<file path="src/shared/sapr_defs.svh">
`ifndef SAPR_DEFS_SVH
`define SAPR_DEFS_SVH

// ************************************************************
// register offsets (byte addresses of the local map)
// ************************************************************
`define SAPR_ADDR_ALIAS_LO 16'h0012
`define SAPR_ADDR_ALIAS_HI 16'h0013
`define SAPR_ADDR_REG_UNLOCK 16'h0020
`define SAPR_ADDR_REG_GUARD 16'h0021
`define SAPR_ADDR_CTL_UNLOCK 16'h0030
`define SAPR_ADDR_CTL_GUARD 16'h0031
`define SAPR_ADDR_NET_KEY 16'h0040
`define SAPR_ADDR_HOST_KEY 16'h0041

// ************************************************************
// fields, keys and reset values
// ************************************************************
`define SAPR_GUARD_BIT 0
`define SAPR_REG_AREA_END 16'h1000
`define SAPR_KEY_FIRST 8'h52
`define SAPR_KEY_SECOND 8'h45
`define SAPR_KEY_THIRD 8'h53
`define SAPR_ALIAS_RESET 16'h0000
`define SAPR_BYTE_RESET 8'h00

`endif

</file>
<file path="src/shared/sapr_pkg.sv">
package sapr_pkg;

    // progress of a reset key sequence, codes equal the read value
    typedef enum logic [1:0] {
        SAPR_KEY_IDLE = 2'b00,
        SAPR_KEY_GOT1 = 2'b01,
        SAPR_KEY_GOT2 = 2'b10
    } sapr_key_state_t;

endpackage

</file>
<file path="src/rtl/sapr_top.sv">
`timescale 1ns/1ns
`include "sapr_defs.svh"

// Overview of operation
// - 16-bit alias, network side read-only, host side read and write.
// - alias serves addressing only while link-layer control bit 24 is set.
// - alias taken from EEPROM word 4 only on first load after reset.
// - register guard on: unlock write needed earlier in frame, else refused.
// - register guard stays on after the frame unless its setting changed.
// - register guard bit 0 enables; network writes, host reads; resets 0.
// - controller guard on: unlock write needed earlier in frame, else refused.
// - controller guard bit 0 enables; network writes, host reads; resets 0.
// - network key register: 52, 45, 53 in three frames asserts reset.
// - host key register: 52, 45, 53 in three host writes asserts reset.
// - key register reads progress: 01 after first, 10 after second, else 00.
module sapr_top
    import sapr_pkg::*;
#(
    parameter int ADDR_W = 16
) (
    // clock and reset
    input wire logic i_sys_clk,
    input wire logic i_reset_n,
    // network side byte access
    input wire logic i_net_frame_end,
    input wire logic i_net_wr,
    input wire logic [ADDR_W-1:0] i_net_addr,
    input wire logic [7:0] i_net_wdata,
    output logic o_net_wr_allow,
    output logic [7:0] o_net_rdata,
    // host side byte access
    input wire logic i_host_wr,
    input wire logic [ADDR_W-1:0] i_host_addr,
    input wire logic [7:0] i_host_wdata,
    output logic [7:0] o_host_rdata,
    // eeprom loader and link-layer control
    input wire logic i_eeprom_load_done,
    input wire logic [15:0] i_eeprom_alias,
    input wire logic i_alias_enable,
    // addressing and reset request
    output logic [15:0] o_alias,
    output logic o_alias_active,
    output logic o_reset_req
);

    // ************************************************************
    // reset release
    // ************************************************************
    logic [1:0] rst_sync_reg;
    logic rst_n;

    // async assert, two-flop release keeps recovery off the data path
    always_ff @(posedge i_sys_clk or negedge i_reset_n) begin
        if (!i_reset_n) begin
            rst_sync_reg <= 2'b00;
        end else begin
            rst_sync_reg <= {rst_sync_reg[0], 1'b1};
        end
    end
    assign rst_n = rst_sync_reg[1];

    // ************************************************************
    // write protection
    // ************************************************************
    logic reg_guard_reg, reg_guard_next;
    logic ctl_guard_reg, ctl_guard_next;
    logic reg_open_reg, reg_open_next;
    logic ctl_open_reg, ctl_open_next;
    logic in_reg_area;
    logic to_reg_unlock;
    logic to_ctl_unlock;
    logic net_wr_ok;

    // decode of the target of the current network write
    assign in_reg_area = (i_net_addr < ADDR_W'(`SAPR_REG_AREA_END));
    assign to_reg_unlock = (i_net_addr == ADDR_W'(`SAPR_ADDR_REG_UNLOCK));
    assign to_ctl_unlock = (i_net_addr == ADDR_W'(`SAPR_ADDR_CTL_UNLOCK));

    // the controller unlock is always writable; the register unlock passes the register guard only
    always_comb begin
        net_wr_ok = 1'b1;
        if (reg_guard_reg && !reg_open_reg && in_reg_area &&
            !to_reg_unlock && !to_ctl_unlock) begin
            net_wr_ok = 1'b0;
        end
        if (ctl_guard_reg && !ctl_open_reg && !to_ctl_unlock) begin
            net_wr_ok = 1'b0;
        end
    end
    assign o_net_wr_allow = net_wr_ok;

    // unlock flags live for one frame; guard bits persist across frames
    always_comb begin
        reg_guard_next = reg_guard_reg;
        ctl_guard_next = ctl_guard_reg;
        reg_open_next = reg_open_reg;
        ctl_open_next = ctl_open_reg;
        if (i_net_frame_end) begin
            reg_open_next = 1'b0;
            ctl_open_next = 1'b0;
        end
        // set after clear: an unlock in the last cycle is not lost;
        // a register unlock refused by the controller guard opens nothing
        if (i_net_wr && to_reg_unlock && net_wr_ok) begin
            reg_open_next = 1'b1;
        end
        if (i_net_wr && to_ctl_unlock) begin
            ctl_open_next = 1'b1;
        end
        if (i_net_wr && net_wr_ok) begin
            if (i_net_addr == ADDR_W'(`SAPR_ADDR_REG_GUARD)) begin
                reg_guard_next = i_net_wdata[`SAPR_GUARD_BIT];
            end
            if (i_net_addr == ADDR_W'(`SAPR_ADDR_CTL_GUARD)) begin
                ctl_guard_next = i_net_wdata[`SAPR_GUARD_BIT];
            end
        end
    end

    // protection state
    always_ff @(posedge i_sys_clk or negedge rst_n) begin
        if (!rst_n) begin
            reg_guard_reg <= 1'b0;
            ctl_guard_reg <= 1'b0;
            reg_open_reg <= 1'b0;
            ctl_open_reg <= 1'b0;
        end else begin
            reg_guard_reg <= reg_guard_next;
            ctl_guard_reg <= ctl_guard_next;
            reg_open_reg <= reg_open_next;
            ctl_open_reg <= ctl_open_next;
        end
    end

    // ************************************************************
    // station alias
    // ************************************************************
    logic [15:0] alias_reg, alias_next;
    logic loaded_reg, loaded_next;

    // host writes either byte; eeprom only before its first load
    always_comb begin
        alias_next = alias_reg;
        loaded_next = loaded_reg;
        if (i_eeprom_load_done && !loaded_reg) begin
            alias_next = i_eeprom_alias;
        end
        if (i_eeprom_load_done) begin
            loaded_next = 1'b1;
        end
        if (i_host_wr &&
            i_host_addr == ADDR_W'(`SAPR_ADDR_ALIAS_LO)) begin
            alias_next[7:0] = i_host_wdata;
        end
        if (i_host_wr &&
            i_host_addr == ADDR_W'(`SAPR_ADDR_ALIAS_HI)) begin
            alias_next[15:8] = i_host_wdata;
        end
    end

    // alias state
    always_ff @(posedge i_sys_clk or negedge rst_n) begin
        if (!rst_n) begin
            alias_reg <= `SAPR_ALIAS_RESET;
            loaded_reg <= 1'b0;
        end else begin
            alias_reg <= alias_next;
            loaded_reg <= loaded_next;
        end
    end

    assign o_alias = alias_reg;
    assign o_alias_active = i_alias_enable;

    // ************************************************************
    // reset key sequences, index 0 network side, 1 host side
    // ************************************************************
    logic [1:0] key_wr;
    logic [7:0] key_data [2];
    sapr_key_state_t key_state_reg [2];
    sapr_key_state_t key_state_next [2];
    logic [1:0] key_fire_reg, key_fire_next;

    // network key writes pass the guards; one write per frame expected
    assign key_wr[0] = i_net_wr && net_wr_ok &&
        (i_net_addr == ADDR_W'(`SAPR_ADDR_NET_KEY));
    assign key_wr[1] = i_host_wr &&
        (i_host_addr == ADDR_W'(`SAPR_ADDR_HOST_KEY));
    assign key_data[0] = i_net_wdata;
    assign key_data[1] = i_host_wdata;

    genvar gk;
    generate
        for (gk = 0; gk < 2; gk++) begin : g_key
            // a first key byte always restarts, even mid-sequence
            always_comb begin
                key_state_next[gk] = key_state_reg[gk];
                key_fire_next[gk] = 1'b0;
                if (key_wr[gk]) begin
                    key_state_next[gk] = SAPR_KEY_IDLE;
                    if (key_data[gk] == `SAPR_KEY_FIRST) begin
                        key_state_next[gk] = SAPR_KEY_GOT1;
                    end else if (key_data[gk] == `SAPR_KEY_SECOND &&
                                 key_state_reg[gk] == SAPR_KEY_GOT1) begin
                        key_state_next[gk] = SAPR_KEY_GOT2;
                    end else if (key_data[gk] == `SAPR_KEY_THIRD &&
                                 key_state_reg[gk] == SAPR_KEY_GOT2) begin
                        key_fire_next[gk] = 1'b1;
                    end
                end
            end

            // sequence state
            always_ff @(posedge i_sys_clk or negedge rst_n) begin
                if (!rst_n) begin
                    key_state_reg[gk] <= SAPR_KEY_IDLE;
                    key_fire_reg[gk] <= 1'b0;
                end else begin
                    key_state_reg[gk] <= key_state_next[gk];
                    key_fire_reg[gk] <= key_fire_next[gk];
                end
            end
        end
    endgenerate

    // one-cycle request; the reset distribution stretches it as needed
    assign o_reset_req = |key_fire_reg;

    // ************************************************************
    // read data
    // ************************************************************
    logic [7:0] net_rdata_reg, net_rdata_next;
    logic [7:0] host_rdata_reg, host_rdata_next;

    // registered read; unmapped and write-only bytes read zero
    always_comb begin
        net_rdata_next = `SAPR_BYTE_RESET;
        unique case (i_net_addr)
            ADDR_W'(`SAPR_ADDR_ALIAS_LO):
                net_rdata_next = alias_reg[7:0];
            ADDR_W'(`SAPR_ADDR_ALIAS_HI):
                net_rdata_next = alias_reg[15:8];
            ADDR_W'(`SAPR_ADDR_REG_GUARD):
                net_rdata_next = {7'h00, reg_guard_reg};
            ADDR_W'(`SAPR_ADDR_CTL_GUARD):
                net_rdata_next = {7'h00, ctl_guard_reg};
            ADDR_W'(`SAPR_ADDR_NET_KEY):
                net_rdata_next = {6'h00, key_state_reg[0]};
            default: net_rdata_next = `SAPR_BYTE_RESET;
        endcase
    end

    // host view of the same bytes, plus the host key register
    always_comb begin
        host_rdata_next = `SAPR_BYTE_RESET;
        unique case (i_host_addr)
            ADDR_W'(`SAPR_ADDR_ALIAS_LO):
                host_rdata_next = alias_reg[7:0];
            ADDR_W'(`SAPR_ADDR_ALIAS_HI):
                host_rdata_next = alias_reg[15:8];
            ADDR_W'(`SAPR_ADDR_REG_GUARD):
                host_rdata_next = {7'h00, reg_guard_reg};
            ADDR_W'(`SAPR_ADDR_CTL_GUARD):
                host_rdata_next = {7'h00, ctl_guard_reg};
            ADDR_W'(`SAPR_ADDR_NET_KEY):
                host_rdata_next = {6'h00, key_state_reg[0]};
            ADDR_W'(`SAPR_ADDR_HOST_KEY):
                host_rdata_next = {6'h00, key_state_reg[1]};
            default: host_rdata_next = `SAPR_BYTE_RESET;
        endcase
    end

    // read registers
    always_ff @(posedge i_sys_clk or negedge rst_n) begin
        if (!rst_n) begin
            net_rdata_reg <= `SAPR_BYTE_RESET;
            host_rdata_reg <= `SAPR_BYTE_RESET;
        end else begin
            net_rdata_reg <= net_rdata_next;
            host_rdata_reg <= host_rdata_next;
        end
    end

    assign o_net_rdata = net_rdata_reg;
    assign o_host_rdata = host_rdata_reg;

endmodule // sapr_top

</file>
<file path="config.mk">
export PLATFORM = sky130hd
export DESIGN_NAME = sapr_top
export DESIGN_NICKNAME = d
export VERILOG_FILES = /design/src/shared/sapr_pkg.sv /design/src/rtl/sapr_top.sv
export VERILOG_INCLUDE_DIRS = /design/src /design/src/shared
export SDC_FILE = /design/constraint.sdc
export NUM_CORES = 1
export LEC_CHECK = 0
export CAP_MARGIN = 20
export CORE_MARGIN = 5
export CORE_UTILIZATION = 50
export DETAILED_ROUTE_END_ITERATION = 10
export DONT_BUFFER_PORTS = 1
export PLACE_DENSITY = 0.65
export SETUP_SLACK_MARGIN = 0.5
export SLEW_MARGIN = 20
export SYNTH_ARGS = -nofsm -noshare
export SYNTH_HDL_FRONTEND = slang
export SYNTH_SLANG_ARGS = --single-unit
</file>
<file path="constraint.sdc">
create_clock -name i_sys_clk -period 3.3 [get_ports i_sys_clk]
set_input_delay 0 -clock i_sys_clk [delete_from_list [all_inputs] [get_ports i_sys_clk]]
set_output_delay 0 -clock i_sys_clk [all_outputs]
set_load 0.05 [all_outputs]
</file>
# Word-level counts from Yosys, hierarchy flattened
# Index checks and enable logic that the tools add are counted.
dict set report classes {
  order_cmp 1
  n_eq_ne 23
  mux 22
  reduce_logical 31
}
# operator count
set ops {}
lappend ops {{16-bit by 6-bit equality test with 1-bit output (second input constant)} 6}
lappend ops {{16-bit by 5-bit equality test with 1-bit output (second input constant)} 4}
lappend ops {{16-bit by 7-bit equality test with 1-bit output (second input constant)} 3}
lappend ops {{8-bit by 7-bit equality test with 1-bit output (second input constant)} 6}
lappend ops {{8-bit case mux with 6 select lines} 1}
lappend ops {{8-bit case mux with 5 select lines} 1}
lappend ops {{1-bit logical AND} 19}
lappend ops {{16-bit by 13-bit < comparator with 1-bit output (second input constant)} 1}
lappend ops {{16-bit 2-to-1 mux} 1}
lappend ops {{8-bit 2-to-1 mux} 2}
lappend ops {{1-bit 2-to-1 mux} 13}
lappend ops {{2-bit 2-to-1 mux} 4}
lappend ops {{2-bit nonzero test} 4}
lappend ops {{1-bit logical NOT} 5}
lappend ops {{2-bit by 1-bit equality test with 1-bit output (second input constant)} 2}
lappend ops {{2-bit equality test (second input constant)} 2}
lappend ops {{2-bit AND reduction} 2}
lappend ops {{2-bit OR reduction} 1}
dict set report word_totals {
  register_bits 45
  inputBits 71
  out_inout_bits 35
  word_cells 91
}

# Depth between registers and ports, before layout
dict set report depth {
  word_depth 10
  depth_mapped 7
  mapped_depth_nobuf 5
}

# Least setup slack after synthesis
# No wires, ideal clock.
dict set report synth_timing {
  kind {input to register}
  from {input port i_net_addr[0]}
  to {register key_state_reg[2] (netlist name)}
  setup_time_ps 125
  t_arrival_ps 1469
  required_ps 3175
  setup_slack_ps 1706
  path_stages 6
  n_path_buf 1
  cell_sequence {buf_2 nor4_1 and3_1 and4b_1 a21boi_2 mux2_2}
}
dict set report synth_via {
  elab_chain_cells 8
  word_cells_on_any_way 14
  classes_between {order compare: 1; eq/ne: 3; mux: 2; reduce/logical: 8}
}
# item line
set synth_lines {}
lappend synth_lines {{start, declared} sapr_top.sv:27} ;# input wire logic [ADDR_W-1:0] i_net_addr,
lappend synth_lines {{16-bit by 13-bit < comparator with 1-bit output or 16-bit by 6-bit equality test with 1-bit output (tied branches)} {sapr_top.sv:75, sapr_top.sv:76}}
lappend synth_lines {{1-bit logical AND or 1-bit logical NOT (tied branches)} {sapr_top.sv:82, sapr_top.sv:83}}
lappend synth_lines {{1-bit logical AND} sapr_top.sv:82} ;# if (reg_guard_reg && !reg_open_reg && in_reg_area &&
lappend synth_lines {{1-bit logical AND} sapr_top.sv:83} ;# !to_reg_unlock && !to_ctl_unlock) begin
lappend synth_lines {{1-bit 2-to-1 mux} sapr_top.sv:82}
lappend synth_lines {{1-bit 2-to-1 mux} sapr_top.sv:86} ;# if (ctl_guard_reg && !ctl_open_reg && !to_ctl_unlock) begin
lappend synth_lines {{1-bit logical AND} sapr_top.sv:185} ;# assign key_wr[0] = i_net_wr && net_wr_ok &&
lappend synth_lines {{1-bit logical AND (*)} sapr_top.sv:185}
lappend synth_lines {{end signal, assigned by index} sapr_top.sv:219} ;# key_state_reg[gk] <= key_state_next[gk];
lappend synth_lines {{end, declared} sapr_top.sv:180} ;# sapr_key_state_t key_state_reg [2];
# Every way passes the cells marked *; elsewhere a longest branch is shown, timed or not.
# A chain may end at the register's enable or synchronous reset.

# Worst setup path in the final report
dict set report layout_timing {
  from {input port i_host_addr[9]}
  to {register alias_reg[13] (netlist: o_alias[13])}
}
dict set report layout_via {
  elab_chain_cells 3
  word_cells_on_any_way 4
  classes_between {eq/ne: 1; mux: 1; reduce/logical: 2}
}
# item line
set layout_lines {}
lappend layout_lines {{start, declared} sapr_top.sv:33} ;# input wire logic [ADDR_W-1:0] i_host_addr,
lappend layout_lines {{16-bit by 5-bit equality test with 1-bit output (*)} sapr_top.sv:156} ;# i_host_addr == ADDR_W'(`SAPR_ADDR_ALIAS_HI)) begin
lappend layout_lines {{1-bit logical AND (*)} sapr_top.sv:155} ;# if (i_host_wr &&
lappend layout_lines {{8-bit 2-to-1 mux or 2-bit nonzero test (tied branches)} n/a}
lappend layout_lines {{end signal, assigned} sapr_top.sv:164} ;# alias_reg <= `SAPR_ALIAS_RESET;
lappend layout_lines {{end signal, assigned} sapr_top.sv:167} ;# alias_reg <= alias_next;
lappend layout_lines {{end, declared} sapr_top.sv:138} ;# logic [15:0] alias_reg, alias_next;
# Marks and branches as above.

==> impl_results.html <==
<table>
<tr><th>Metric</th><th>Value</th></tr>
<tr><th colspan="2">Run status</th></tr>
<tr><td>Run status</td><td>finished, final reports clean</td></tr>
<tr><th colspan="2">Cells and area</th></tr>
<tr><td>Area growth from synthesis to layout</td><td>28.2%</td></tr>
<tr><td>Ratio of cells with drive above 1 in the final layout</td><td>7.75%</td></tr>
<tr><td>Antenna cell count</td><td>0</td></tr>
<tr><td>Post-route non-filler standard cell count</td><td>323</td></tr>
<tr><td>Count of nets after finishing</td><td>341</td></tr>
<tr><td>Flip-flop count of the largest register after layout</td><td>16</td></tr>
<tr><td>Count of filler cells inserted in the layout</td><td>366</td></tr>
<tr><th colspan="2">Logic synthesis</th></tr>
<tr><td>Area share of the largest cell type after synthesis</td><td>48.9%</td></tr>
<tr><td>Cell taking the most area after synthesis</td><td>sky130_fd_sc_hd__dfrtp_1</td></tr>
<tr><td>#FFs+latches synth</td><td>45</td></tr>
<tr><td>Synth Instances</td><td>220</td></tr>
<tr><td>Number of nets in the synthesized netlist</td><td>291</td></tr>
<tr><td>Count of distinct cell types in the synthesized netlist</td><td>44</td></tr>
<tr><td>Area of the mapped netlist</td><td>0.00230 mm^2</td></tr>
<tr><td>Sequential area share after synthesis</td><td>48.9%</td></tr>
<tr><td>Mapped Avg Cell Area</td><td>10.5 um^2</td></tr>
<tr><td>Most area-consuming cells after synthesis</td><td>sky130_fd_sc_hd__dfrtp_1 (49%), sky130_fd_sc_hd__mux2i_1 (15%), sky130_fd_sc_hd__nor2_1 (5.1%), sky130_fd_sc_hd__a21oi_1 (3.7%), sky130_fd_sc_hd__mux2_2 (2.4%)</td></tr>
<tr><td>Number of warning messages in the yosys log</td><td>0</td></tr>
<tr><th colspan="2">GRT</th></tr>
<tr><td>Global-route usage over all layers</td><td>22.1%</td></tr>
<tr><td>Global-route wire length before repair</td><td>10600 um</td></tr>
<tr><td>Antenna violations before repair</td><td>0</td></tr>
<tr><td>Pin count of the biggest net entering global routing</td><td>44</td></tr>
<tr><td>Vias in the first global route</td><td>2095</td></tr>
<tr><td>Remaining Overflow, GRT</td><td>0</td></tr>
<tr><th colspan="2">Power</th></tr>
<tr><td>Switching power total</td><td>0.345 mW</td></tr>
<tr><td>Fraction of power consumed by sequential logic</td><td>56.1%</td></tr>
<tr><td>Internal power component</td><td>0.896 mW</td></tr>
<tr><td>Combinational fraction of design power</td><td>9.9%</td></tr>
<tr><td>Switching power as a share of total power</td><td>27.8%</td></tr>
<tr><td>Power, Total</td><td>1.24 mW</td></tr>
<tr><td>Maximum resistive drop on vdd</td><td>0.000210 V</td></tr>
<tr><td>Cell area power density</td><td>420 mW/mm^2</td></tr>
<tr><td>Part of the power in the clock network</td><td>34.0%</td></tr>
<tr><td>Static power due to leakage</td><td>1.30 nW</td></tr>
<tr><th colspan="2">STA</th></tr>
<tr><td>Slew at the pin with the worst max-slew slack</td><td>958 ps</td></tr>
<tr><td>Count of final hold-check violations</td><td>0</td></tr>
<tr><td>Fin Clk Skew</td><td>6.07 ps</td></tr>
<tr><td>Final Critical Period</td><td>2280 ps</td></tr>
<tr><td>Worst hold margin</td><td>0.0220 ps</td></tr>
<tr><td>Accumulated negative setup slack</td><td>0 ps</td></tr>
<tr><td>Final Slew Violations</td><td>0</td></tr>
<tr><td>Final worst path period share</td><td>69.1%</td></tr>
<tr><td>RSZ-0062 raised after global routing</td><td>no</td></tr>
<tr><td>Fmax</td><td>438 MHz</td></tr>
<tr><td>Worst slew margin relative to its limit</td><td>36.0%</td></tr>
<tr><td>Count of endpoints failing setup in the final report</td><td>0</td></tr>
<tr><th colspan="2">Setup path</th></tr>
<tr><td>Crit path cell chain</td><td>dlygate4sd3_1 &gt; nor4_1 &gt; nand2_1 &gt; or3_1 &gt; nor2_1 &gt; a21oi_1 &gt; dlygate4sd3_1</td></tr>
<tr><td>Required time at the endpoint of the critical path</td><td>3480 ps</td></tr>
<tr><td>Delay of the slowest cell on the worst path</td><td>630 ps</td></tr>
<tr><td>Most numerous cell on the critical path</td><td>sky130_fd_sc_hd__dlygate4sd3_1</td></tr>
<tr><td>Cell with the biggest individual delay on the critical path</td><td>sky130_fd_sc_hd__or3_1</td></tr>
<tr><td>Element type at the critical path start</td><td>input pin</td></tr>
<tr><td>WP data arrival</td><td>2460 ps</td></tr>
<tr><td>Critical path peak fanout</td><td>16</td></tr>
<tr><td>Crit. End Element</td><td>register</td></tr>
<tr><td>Path type of the worst setup path</td><td>in2reg</td></tr>
<tr><th colspan="2">Detailed routing</th></tr>
<tr><td>Drt drc</td><td>0</td></tr>
<tr><td>Sum of routed wire length over all layers</td><td>6560 um</td></tr>
<tr><td>Final antenna-violating net count</td><td>0</td></tr>
<tr><td>First-pass DRT Iterations</td><td>4</td></tr>
<tr><td>Total number of vias</td><td>1952</td></tr>
<tr><td>Detailed-route wire length per cell</td><td>20.3 um</td></tr>
<tr><td>Vias per inst</td><td>6.04</td></tr>
<tr><td>Iteration-0 DRC count of the detailed router</td><td>84</td></tr>
<tr><th colspan="2">Clocking</th></tr>
<tr><td>Buffer cell driving the clock tree root</td><td>sky130_fd_sc_hd__clkbuf_8</td></tr>
<tr><td>CTS clock-pin slew for the worst setup and hold paths</td><td>80 ps</td></tr>
<tr><td>Sinks on the clock net</td><td>45</td></tr>
<tr><td>Number of buffers between clock root and the deepest sink</td><td>2</td></tr>
<tr><td>Number of buffers added by the clock tree synthesis step</td><td>5</td></tr>
<tr><td>CTS tree</td><td>done</td></tr>
<tr><td>Insertion delay to the later sink of the worst-skew pair</td><td>290 ps</td></tr>
<tr><td>CTS resizes</td><td>0</td></tr>
<tr><td>Number of levels in the clock H-tree</td><td>2</td></tr>
<tr><th colspan="2">Floorplanning</th></tr>
<tr><td>Initial Utilization</td><td>52.2%</td></tr>
<tr><td>Row Count</td><td>24</td></tr>
<tr><td>Die area</td><td>0.00606 mm^2</td></tr>
<tr><td>Top-level port count</td><td>106</td></tr>
<tr><td>Core Area</td><td>0.00441 mm^2</td></tr>
<tr><td>Die Ht</td><td>77.9 um</td></tr>
<tr><td>Overall die width</td><td>77.9 um</td></tr>
<tr><th colspan="2">Placement</th></tr>
<tr><td>Count of port buffers added during placement</td><td>0</td></tr>
<tr><td>Gp weighted congestion</td><td>0.754</td></tr>
<tr><td>Post-detailed-placement half-perimeter wirelength</td><td>4470 um</td></tr>
<tr><td>Number of cells after detailed placement</td><td>263</td></tr>
<tr><th colspan="2">Job</th></tr>
<tr><td>Max_cap viols</td><td>0</td></tr>
<tr><th colspan="2">Min path</th></tr>
<tr><td>Kind of path behind the tightest hold check</td><td>in2out</td></tr>
</table>
-- cells in the mapped netlist, drive strengths merged --
library cell	count
nor4	7
a22o	1
and4b	2
nand3b	2
a21o	1
a21oi	18
nand4	4
or3	2
conb	1
a211oi	1
nor2	32
dfrtp	45
and2	1
o21ai	4
or4	3
mux2i	35
o31ai	1
or4bb	1
nand2b	2
or2	2
and4	1
nand3	5
nor3	3
inv	2
buf	7
o221ai	1
o22ai	1
nand2	11
nor4b	5
nand4b	4
and3	3
nor3b	1
nor2b	2
clkbuf	2
a21boi	1
mux2	5
o211ai	1
-- per-layer routing --
metal  up-vias  share of wire [%]  GRT usage (%)
met1       942                 37           25.4
met3        14                9.5           7.29
met2        86                 51           38.8
met5         -                  0              0
met4         0                2.2           6.70
li1        910                  -              -
-- through the flow --
| stage | utilization [%] | area [um^2] | setup slack [ps] |
|---|---|---|---|
| after floorplan | - | 2300 | 1710 |
| after global placement | 52.4 | 2310 | 1640 |
| after detailed placement | 52.4 | 2310 | 1560 |
| after CTS | 66.9 | 2950 | 1090 |
| after global routing | 66.9 | 2950 | 788 |
| final | 66.9 | 2950 | 1020 |
-- critical path, delay by kind of cell --
| kind | cells | cell delay, ps |
|---|---|---|
| buffers and inverters | 2 | 1120 |
| AO/OA/AOI/OAI | 1 | 60 |
| AND/OR/NAND/NOR | 4 | 1280 |
-- power groups by stage --
stage,clock [mW],combinational [mW],sequential (mW)
4_1_cts,0.428,0.120,0.697
2_1_floorplan,0,0.0636,0.695
3_5_place_dp,0,0.0641,0.708
5_1_grt,0.453,0.134,0.703
3_3_place_gp,0,0.0606,0.706
6_report,0.421,0.123,0.697
-- worst paths after layout --
kind | start | cells after the start | slack (ps) | endpoint
min reg2reg | rst_sync_reg[0]$_DFF_PN0_ | 0 | 360 | rst_sync_reg[1]$_DFF_PN0_
max | i_host_addr[9] | 7 | 1020 | o_alias[13]$_DFFE_PN0P_
max reg2reg | loaded_reg$_DFFE_PN0P_ | 4 | 1110 | o_alias[6]$_DFFE_PN0P_
max in group asynchronous | rst_sync_reg[1]$_DFF_PN0_ | 0 | 2280 | o_alias[2]$_DFFE_PN0P_
min | i_alias_enable | 0 | 0.02 | o_alias_active
min in group asynchronous | rst_sync_reg[1]$_DFF_PN0_ | 0 | 420 | o_alias[15]$_DFFE_PN0P_
-- cell type report --
type,count,area [um^2],area share (%)
well taps,52,65.1,2.20
clock inverters,1,30.0,1.02
multi-input cells,164,1110,37.8
flip-flops and latches,45,1130,38.2
clock buffers,7,86.3,2.92
repair buffers,52,520,17.6
inverters,2,7.51,0.254
-- cell families after synthesis --
group	after synthesis	share of synthesized area (%)
AND/OR/NAND/NOR	93	22.8
multiplexers	40	17.7
buffers and inverters	11	2.66
other	1	0.163
flip-flops	45	48.9
AO/OA/AOI/OAI	30	7.77
-- placed cells by master (no fill, tap or decap), drive strengths merged --
cell,instances
nor4,7
dfrtp,45
or4,3
conb,1
nand2b,2
or4bb,1
nor3,3
o22ai,1
or3,2
inv,2
a21oi,18
clkbuf,7
nand3,5
dlygate4sd3,52
a21o,1
nor2,32
mux2,5
nand4b,4
bufinv,1
and4b,2
or2,2
a21boi,1
nand2,11
nor2b,2
a211oi,1
o21ai,4
nand3b,2
mux2i,35
o221ai,1
o31ai,1
nor3b,1
and2,1
nor4b,5
nand4,4
and4,1
o211ai,1
a22o,1
and3,3
-- timing repair --
| action | CTS | global route |
|---|---|---|
| buffers inserted | 0 | 0 |
| endpoints found under the hold margin | 43 | 0 |
| hold buffers | 52 | 0 |
No activity file was read; power rests on OpenSTA's default activity.
